==> src/inc/csd_pkg.sv <==
package csd_pkg;
    // ------------------------------------------------------------
    // Register map
    // ------------------------------------------------------------
    localparam logic [7:0] CSD_OFS_CH2_LEVEL = 8'h20;
    localparam logic [7:0] CSD_OFS_CH3_LEVEL = 8'h21;
    localparam logic [7:0] CSD_OFS_MAKER = 8'h7e;
    localparam logic [7:0] CSD_OFS_PART = 8'h7f;
    localparam int CSD_CODE_MSB = 15;
    localparam int CSD_CODE_LSB = 11;
    localparam int CSD_RSVD_MSB = 10;
    localparam logic [4:0] CSD_EXCITE_RST = 5'h00;
    localparam logic [10:0] CSD_RSVD_VAL = 11'h000;
    localparam logic [15:0] CSD_UNMAPPED_VAL = 16'h0000;
    localparam logic [7:0] CSD_PART_PAD = 8'h00;
    // ------------------------------------------------------------
    // Channel select codes and conversion scaling
    // ------------------------------------------------------------
    localparam logic [1:0] CSD_SEL_CH2 = 2'h2;
    localparam logic [1:0] CSD_SEL_CH3 = 2'h3;
    localparam int CSD_REF_SHIFT = 4;
    // ------------------------------------------------------------
    // Serial port
    // ------------------------------------------------------------
    localparam logic [3:0] CSD_BITS_PER_BYTE = 4'h8;
    localparam logic [1:0] CSD_IDX_ADDR = 2'h0;
    localparam logic [1:0] CSD_IDX_PTR = 2'h1;
    localparam logic [1:0] CSD_IDX_HI = 2'h2;
    localparam logic [1:0] CSD_IDX_LO = 2'h3;

    typedef struct packed {
        logic [4:0] code;
    } csd_excite_t;

    typedef enum logic [4:0] {
        CSD_IDLE = 5'h01,
        CSD_RX = 5'h02,
        CSD_ACK = 5'h04,
        CSD_TX = 5'h08,
        CSD_RACK = 5'h10
    } csd_state_t;
endpackage

==> src/verilog/csd_conv_timer.sv <==
module csd_conv_timer
    import csd_pkg::*;
(
    input wire logic clk, // 125 MHz
    input wire logic resetn, // Async, active low
    input wire logic start, // Begin one conversion
    input wire logic ref_tick, // One pulse per channel_ref_clock period
    input wire logic [15:0] conversion_ref_count, // Reference count of channel
    output logic busy_q, // Conversion running
    output logic done_q // One-cycle end pulse
);
    logic [19:0] cnt_q;
    logic [19:0] target;
    logic [19:0] cnt_inc;

    assign target = {conversion_ref_count, 4'h0} >> (4 - CSD_REF_SHIFT);
    assign cnt_inc = cnt_q + 20'h00001;

    always_ff @(posedge clk or negedge resetn) begin
        if (!resetn) begin
            cnt_q <= 20'h00000;
            busy_q <= 1'b0;
            done_q <= 1'b0;
        end else begin
            done_q <= 1'b0;
            if (start) begin
                cnt_q <= 20'h00000;
                busy_q <= 1'b1;
            end else if (busy_q && ref_tick) begin
                cnt_q <= cnt_inc;
                // Count zero ends on the first tick rather than hanging
                if (cnt_inc >= target) begin
                    busy_q <= 1'b0;
                    done_q <= 1'b1;
                end
            end
        end
    end
endmodule

==> src/verilog/csd_regs.sv <==
// Contract
// - Channel 2/3 levels only in four-channel parts
// - Channel 2 code bits 15:11, applied
// - Channel 3 code bits 15:11, applied
// - Code maps monotonically to drive current
// - Fixed 16-bit maker code, read-only
// - Fixed part code, per resolution variant
// - Sleep keeps every register
// - Shutdown loses configuration, host rewrites
// - Conversion lasts reference count times 16
module csd_regs
    import csd_pkg::*;
#(
    parameter logic [6:0] DEV_ADDR = 7'h2a, // Serial address
    parameter logic FOUR_CHAN = 1'b1, // Four-channel variant
    parameter logic HIGH_RES = 1'b1, // Higher-resolution variant
    parameter logic [15:0] MAKER_VAL = 16'ha5c3, // Arbitrary value
    parameter logic [7:0] PART_LO_VAL = 8'h21, // Arbitrary value
    parameter logic [7:0] PART_HI_VAL = 8'h22 // Arbitrary value
) (
    input wire logic clk, // 125 MHz
    input wire logic resetn, // Async, active low
    input wire logic scl_in, // Serial clock level
    input wire logic sda_in, // Serial data level
    output logic sda_out, // Always low, open drain
    output logic sda_oe_n, // Low while pulling data low
    input wire logic sleep, // Sleep mode
    input wire logic shutdown, // Shutdown mode
    input wire logic [1:0] active_chan, // Channel being served
    input wire logic settle_busy, // Active channel settling
    input wire logic conv_start, // Start conversion of active channel
    input wire logic ref_tick, // channel_ref_clock period pulse
    input wire logic [15:0] conversion_ref_count, // Active channel count
    output csd_excite_t drive_code_q, // Excite code to the sensor driver
    output logic conv_busy_q, // Conversion running
    output logic conv_done_q // Conversion end pulse
);
    csd_state_t state_q;
    logic scl_q;
    logic sda_q;
    logic [7:0] rx_q;
    logic [15:0] tx_q;
    logic [3:0] cnt_q;
    logic [1:0] idx_q;
    logic rw_q;
    logic [7:0] ptr_q;
    logic [7:0] hi_q;
    logic ack_q;
    csd_excite_t ch2_q;
    csd_excite_t ch3_q;
    logic [15:0] rd_data;
    logic [15:0] wr_data;
    logic wr_en;
    logic start_ev;
    logic stop_ev;
    logic scl_rise;
    logic scl_fall;
    logic [7:0] rx_byte;
    logic chan_on;

    // ------------------------------------------------------------
    // Bus events
    // ------------------------------------------------------------
    assign start_ev = scl_in && scl_q && sda_q && !sda_in;
    assign stop_ev = scl_in && scl_q && !sda_q && sda_in;
    assign scl_rise = scl_in && !scl_q;
    assign scl_fall = !scl_in && scl_q;
    assign rx_byte = rx_q;
    assign wr_data = {hi_q, rx_byte};
    assign wr_en = (state_q == CSD_RX) && scl_fall && (cnt_q == CSD_BITS_PER_BYTE)
        && (idx_q == CSD_IDX_LO) && !rw_q;

    always_ff @(posedge clk or negedge resetn) begin
        if (!resetn) begin
            scl_q <= 1'b1;
            sda_q <= 1'b1;
        end else begin
            scl_q <= scl_in;
            sda_q <= sda_in;
        end
    end

    // ------------------------------------------------------------
    // Read mux
    // ------------------------------------------------------------
    always_comb begin
        rd_data = CSD_UNMAPPED_VAL;
        if (ptr_q == CSD_OFS_CH2_LEVEL && FOUR_CHAN) begin
            rd_data = {ch2_q.code, CSD_RSVD_VAL};
        end else if (ptr_q == CSD_OFS_CH3_LEVEL && FOUR_CHAN) begin
            rd_data = {ch3_q.code, CSD_RSVD_VAL};
        end else if (ptr_q == CSD_OFS_MAKER) begin
            rd_data = MAKER_VAL;
        end else if (ptr_q == CSD_OFS_PART) begin
            rd_data = {CSD_PART_PAD, HIGH_RES ? PART_HI_VAL : PART_LO_VAL};
        end
    end

    // ------------------------------------------------------------
    // Serial slave
    // ------------------------------------------------------------
    always_ff @(posedge clk or negedge resetn) begin
        if (!resetn) begin
            state_q <= CSD_IDLE;
            rx_q <= 8'h00;
            tx_q <= 16'h0000;
            cnt_q <= 4'h0;
            idx_q <= CSD_IDX_ADDR;
            rw_q <= 1'b0;
            ptr_q <= 8'h00;
            hi_q <= 8'h00;
            ack_q <= 1'b0;
            sda_oe_n <= 1'b1;
        end else if (start_ev) begin
            // Repeated start keeps the pointer for the read phase
            state_q <= CSD_RX;
            cnt_q <= 4'h0;
            idx_q <= CSD_IDX_ADDR;
            sda_oe_n <= 1'b1;
        end else if (stop_ev) begin
            state_q <= CSD_IDLE;
            sda_oe_n <= 1'b1;
        end else begin
            case (state_q)
                CSD_RX: begin
                    if (scl_rise && cnt_q < CSD_BITS_PER_BYTE) begin
                        rx_q <= {rx_q[6:0], sda_in};
                        cnt_q <= cnt_q + 4'h1;
                    end else if (scl_fall && cnt_q == CSD_BITS_PER_BYTE) begin
                        cnt_q <= 4'h0;
                        state_q <= CSD_ACK;
                        sda_oe_n <= 1'b0;
                        case (idx_q)
                            CSD_IDX_ADDR: begin
                                if (rx_q[7:1] == DEV_ADDR) begin
                                    rw_q <= rx_q[0];
                                    idx_q <= CSD_IDX_PTR;
                                end else begin
                                    state_q <= CSD_IDLE;
                                    sda_oe_n <= 1'b1;
                                end
                            end
                            CSD_IDX_PTR: begin
                                ptr_q <= rx_q;
                                idx_q <= CSD_IDX_HI;
                            end
                            CSD_IDX_HI: begin
                                hi_q <= rx_q;
                                idx_q <= CSD_IDX_LO;
                            end
                            default: begin
                                idx_q <= CSD_IDX_HI;
                            end
                        endcase
                    end
                end
                CSD_ACK: begin
                    if (scl_fall) begin
                        if (rw_q && idx_q == CSD_IDX_PTR) begin
                            state_q <= CSD_TX;
                            sda_oe_n <= rd_data[15];
                            tx_q <= {rd_data[14:0], 1'b0};
                            cnt_q <= 4'h1;
                        end else begin
                            state_q <= CSD_RX;
                            sda_oe_n <= 1'b1;
                        end
                    end
                end
                CSD_TX: begin
                    if (scl_fall) begin
                        if (cnt_q == CSD_BITS_PER_BYTE) begin
                            state_q <= CSD_RACK;
                            sda_oe_n <= 1'b1;
                            cnt_q <= 4'h0;
                        end else begin
                            sda_oe_n <= tx_q[15];
                            tx_q <= {tx_q[14:0], 1'b0};
                            cnt_q <= cnt_q + 4'h1;
                        end
                    end
                end
                CSD_RACK: begin
                    if (scl_rise) begin
                        ack_q <= !sda_in;
                    end else if (scl_fall) begin
                        // Bytes past the second read as zero
                        if (ack_q) begin
                            state_q <= CSD_TX;
                            sda_oe_n <= tx_q[15];
                            tx_q <= {tx_q[14:0], 1'b0};
                            cnt_q <= 4'h1;
                        end else begin
                            state_q <= CSD_IDLE;
                        end
                    end
                end
                default: begin
                    sda_oe_n <= 1'b1;
                end
            endcase
        end
    end

    assign sda_out = 1'b0;

    // ------------------------------------------------------------
    // Excitation registers
    // ------------------------------------------------------------
    // Sleep is not a term here, so contents simply hold through it
    always_ff @(posedge clk or negedge resetn) begin
        if (!resetn) begin
            ch2_q.code <= CSD_EXCITE_RST;
            ch3_q.code <= CSD_EXCITE_RST;
        end else if (shutdown) begin
            ch2_q.code <= CSD_EXCITE_RST;
            ch3_q.code <= CSD_EXCITE_RST;
        end else if (wr_en && FOUR_CHAN) begin
            if (ptr_q == CSD_OFS_CH2_LEVEL) begin
                ch2_q.code <= wr_data[CSD_CODE_MSB:CSD_CODE_LSB];
            end else if (ptr_q == CSD_OFS_CH3_LEVEL) begin
                ch3_q.code <= wr_data[CSD_CODE_MSB:CSD_CODE_LSB];
            end
        end
    end

    // ------------------------------------------------------------
    // Drive current and conversion
    // ------------------------------------------------------------
    assign chan_on = (settle_busy || conv_busy_q) && !shutdown;

    always_ff @(posedge clk or negedge resetn) begin
        if (!resetn) begin
            drive_code_q.code <= CSD_EXCITE_RST;
        end else if (chan_on && active_chan == CSD_SEL_CH2) begin
            drive_code_q <= ch2_q;
        end else if (chan_on && active_chan == CSD_SEL_CH3) begin
            drive_code_q <= ch3_q;
        end else begin
            drive_code_q.code <= CSD_EXCITE_RST;
        end
    end

    csd_conv_timer u_timer (
        .clk(clk),
        .resetn(resetn),
        .start(conv_start && !sleep && !shutdown),
        .ref_tick(ref_tick),
        .conversion_ref_count(conversion_ref_count),
        .busy_q(conv_busy_q),
        .done_q(conv_done_q)
    );
endmodule

==> config.mk <==
export PLATFORM = sky130hd
export DESIGN_NAME = csd_regs
export DESIGN_NICKNAME = d
export VERILOG_FILES = /design/src/inc/csd_pkg.sv /design/src/verilog/csd_conv_timer.sv /design/src/verilog/csd_regs.sv
export SDC_FILE = /design/constraint.sdc
export NUM_CORES = 1
export LEC_CHECK = 0
export BUFFER_PORTS_ARGS = -buffer_cell sky130_fd_sc_hd__buf_2
export CELL_PAD_IN_SITES_DETAIL_PLACEMENT = 0
export CELL_PAD_IN_SITES_GLOBAL_PLACEMENT = 2
export CORE_MARGIN = 2
export CORE_UTILIZATION = 39
export CTS_CLUSTER_SIZE = 28
export DETAILED_ROUTE_END_ITERATION = 16
export HOLD_SLACK_MARGIN = 0.03
export PLACE_DENSITY_LB_ADDON = 0.25
export SKIP_LAST_GASP = 1
export SLEW_MARGIN = 30
export SYNTH_ARGS = -nofsm -noshare
export SYNTH_HDL_FRONTEND = slang
export SYNTH_HIERARCHICAL = 1
export SYNTH_SLANG_ARGS = --single-unit
==> constraint.sdc <==
create_clock -name clk -period 2.85 [get_ports clk]
set_input_delay 0 -clock clk [delete_from_list [all_inputs] [get_ports clk]]
set_output_delay 0 -clock clk [all_outputs]
set_load 0.02 [all_outputs]
==> results.sh <==
export IMPL_run_status="finished clean"
export IMPL_start_kind="register"
export IMPL_synth_seq_area_share_pct=44.5
export IMPL_async_reset_ff_share_pct=100
export IMPL_cts_buffer_depth=2
export IMPL_cts_clk_slew_worst_paths_ns=0.06
export IMPL_setup_tns_ns=0
export IMPL_die_h_microns=117
export IMPL_cts_htree_levels=3
export IMPL_fin_nets=601
export IMPL_grt_max_degree=71
export IMPL_remaining_drc_errors=0
export IMPL_grt_usage_pct=17.3
export IMPL_power_density_mw_per_mm2=474
export IMPL_finalWeightedCongestion=0.830
export IMPL_crit_arrival_ns=2.89
export IMPL_tightest_slew_ns=0.656
export IMPL_initial_core_util_pct=39.9
export IMPL_finalCriticalPeriod_ns=2.66
export IMPL_placed_area_sq_mm=0.00537
export IMPL_yosys_top_cells_area="dfrtp_1 (42%), mux2_2 (5.6%), ha_1 (4.7%)"
export IMPL_hp_class="input port to register"
export IMPL_grt_pass1_vias=3875
export IMPL_dieArea_sq_mm=0.0138
export IMPL_criticalPathCategory="register to register"
export IMPL_wl_microns=11400
export IMPL_wl_per_cell_microns=15.6
export IMPL_synth_top_area_share_pct=42.4
export IMPL_hold_viol_final=0
export IMPL_fin_crit_sh_pct=93.4
export IMPL_io_pins=36
export IMPL_synth_area_leader_cell="dfrtp_1"
export IMPL_setup_viol=0
export IMPL_maxSlewHeadroom_pct=56.3
export IMPL_synth_cell_types=60
export IMPL_end_kind="register"
export IMPL_synth_ff_latch_count=89
export IMPL_leakagePower_nw=2.65
export IMPL_numCtsBuffers=9
export IMPL_placementRows=41
export IMPL_ys_warn_count=6
export IMPL_hpwlAfterDp_microns=8220
export IMPL_viasPerCell=5.35
export IMPL_reg2reg_from="u_timer/cnt_q[10]$_DFFE_PN0P_"
export IMPL_yosysMostFrequentCell="dfrtp_1"
export IMPL_first_iter_violations=189
export IMPL_vias=3915
export IMPL_dr_pass1_iters=4
export IMPL_final_area_sq_mm=0.00576
export IMPL_drv_slew=0
export IMPL_antenna_found_initial=0
export IMPL_netlist_area_sq_mm=0.00501
export IMPL_cts_tree="yes"
export IMPL_syn_inst=514
export IMPL_syn_to_final_growth_pct=15.0
export IMPL_mappedNetlistNets=560
export IMPL_worstHoldStart="active_chan[0]"
export IMPL_ant_nets=0
export IMPL_grt_pass1_wl_microns=19100
export IMPL_grt_remaining_overflow=0
export IMPL_skew_ns=0.00654
export IMPL_cp_startpoint="u_timer/cnt_q[10]$_DFFE_PN0P_"
export IMPL_drive_gt1_share_pct=21.8
export IMPL_hold_worst_slack_ns=0.0467
export IMPL_synth_edf_count=0
export IMPL_cts_root_buf="clkbuf_16"
export IMPL_path_max_fanout=6
export IMPL_core_area_sq_mm=0.0126
export IMPL_synth_commonest_cells="dfrtp_1 (85), nor2_1 (51), nand2_1 (41)"
export IMPL_ir_drop_uv=278
export IMPL_clk_latency_ns=0.35
export IMPL_avgSynthCellArea_sq_um=9.75
export IMPL_fin_util_pct=45.9
export IMPL_fmax_mhz=376
export IMPL_synth_flop_cell="dfrtp_1"
export IMPL_critPathRequiredTime_ns=3.08
export IMPL_io_buffer_count=34
export IMPL_maxCapViolCount=0
export IMPL_antenna_cells=0
export IMPL_clock_sinks=89
export IMPL_die_w_microns=117
==> cells by family (layout without fill, tap and decap cells) <==
logic type | after synthesis | in the layout | share of synthesized area, %
and+or+nand+nor | 199 | 199 | 21.6
AOI/OAI and AO/OA | 92 | 92 | 11.3
DFF | 89 | 89 | 44.5
muxes | 44 | 44 | 9.41
buffers and inverters | 43 | 89 | 3.62
xor gates and xnor gates | 27 | 27 | 4.72
adders and majority gates | 19 | 19 | 4.74
other | 1 | 1 | 0.0748
==> sequential cells by signal, indices dropped and copies added, names as in the netlist, 2 cells and up <==
signal and flops:
hi_q 5, rx_byte 8, ch2_q 5, drive_code_q 5, cnt_q 4, ptr_q 8
u_timer/cnt_q 20, state_q 5, idx_q 2, tx_q 15, ch3_q 5
==> worst max-delay path, cell delays in order (launching register included) <==
cell and delay [ns]:
dfrtp_2 0.43, and4_2 0.28, nand4_1 0.25, nor3_2 0.25
xor2_1 0.09, ha_1 0.27, nand4b_1 0.14, or4_1 0.54
a31oi_1 0.19, nor4_1 0.08
==> timing repair <==
action	in CTS	in global routing
setup buffers	0	5
hold endpoints to repair	81	0
endpoints found under the setup margin	0	2
hold buffers	4	0
resized for setup	0	16
==> stage by stage <==
| stage | total power, W | setup slack (ns) | instances |
|---|---|---|---|
| global route | 0.00287 | -0.0285 | 732 |
| CTS | 0.00277 | 0.0915 | 727 |
| floorplan | 0.00151 | 0.338 | 514 |
| global placement | 0.00160 | 0.161 | 707 |
| finish | 0.00273 | 0.187 | 732 |
| detailed placement | 0.00161 | 0.110 | 707 |
==> per-layer routing <==
layer,global-route usage (%),up-vias,wire (microns)
li1,-,1931,-
met1,22.1,1919,5320
met2,29.3,46,5590
met3,2.58,19,215
met4,7.08,0,276
met5,0,-,0
==> layout by cell type, fill, tap and decap left out, types with 8 or more instances in the layout <==
cell       instances
nand4_1           12
nand3_1           16
o31ai_1            8
ha_1              18
mux2_2            25
inv_1             22
xnor2_1           12
buf_4             13
xor2_1            15
dfrtp_2            9
clkbuf_16          9
buf_2             33
mux2i_1           19
nor2_1            49
dfrtp_1           76
nand2_1           39
o21ai_0           24
a21oi_1           33
nor2b_1            8
==> power breakdown <==
group | switching [W] | internal [W] | total [W]
registers | 0.0000630 | 0.00131 | 0.00138
logic | 0.000128 | 0.0000896 | 0.000218
clock network | 0.000506 | 0.000634 | 0.00114
total | 0.000697 | 0.00204 | 0.00273
==> final timing paths <==
path	endpoint	slack (ns)	depth (start not counted)
setup reg to reg	u_timer/busy_q$_DFFE_PN0P_	0.19	9
setup / recovery	u_timer/busy_q$_DFFE_PN0P_	0.19	9
hold reg to reg	tx_q[6]$_DFFE_PN0P_	0.48	2
max in group asynchronous	state_q[0]$_DFFE_PN1P_	1.90	3
hold / removal	drive_code_q[0]$_DFF_PN0_	0.05	3
min in group asynchronous	drive_code_q[4]$_DFF_PN0_	0.23	2
==> area by class of cell <==
type	instances	area (sq um)
clock buffers	11	253
clock inverters	5	30.0
fillers	1234	6810
inverters	22	82.6
multi-input cells	382	2630
flip-flops and latches	89	2240
well taps	172	215
repair buffers	51	314
(Power assumes the default switching activity.)
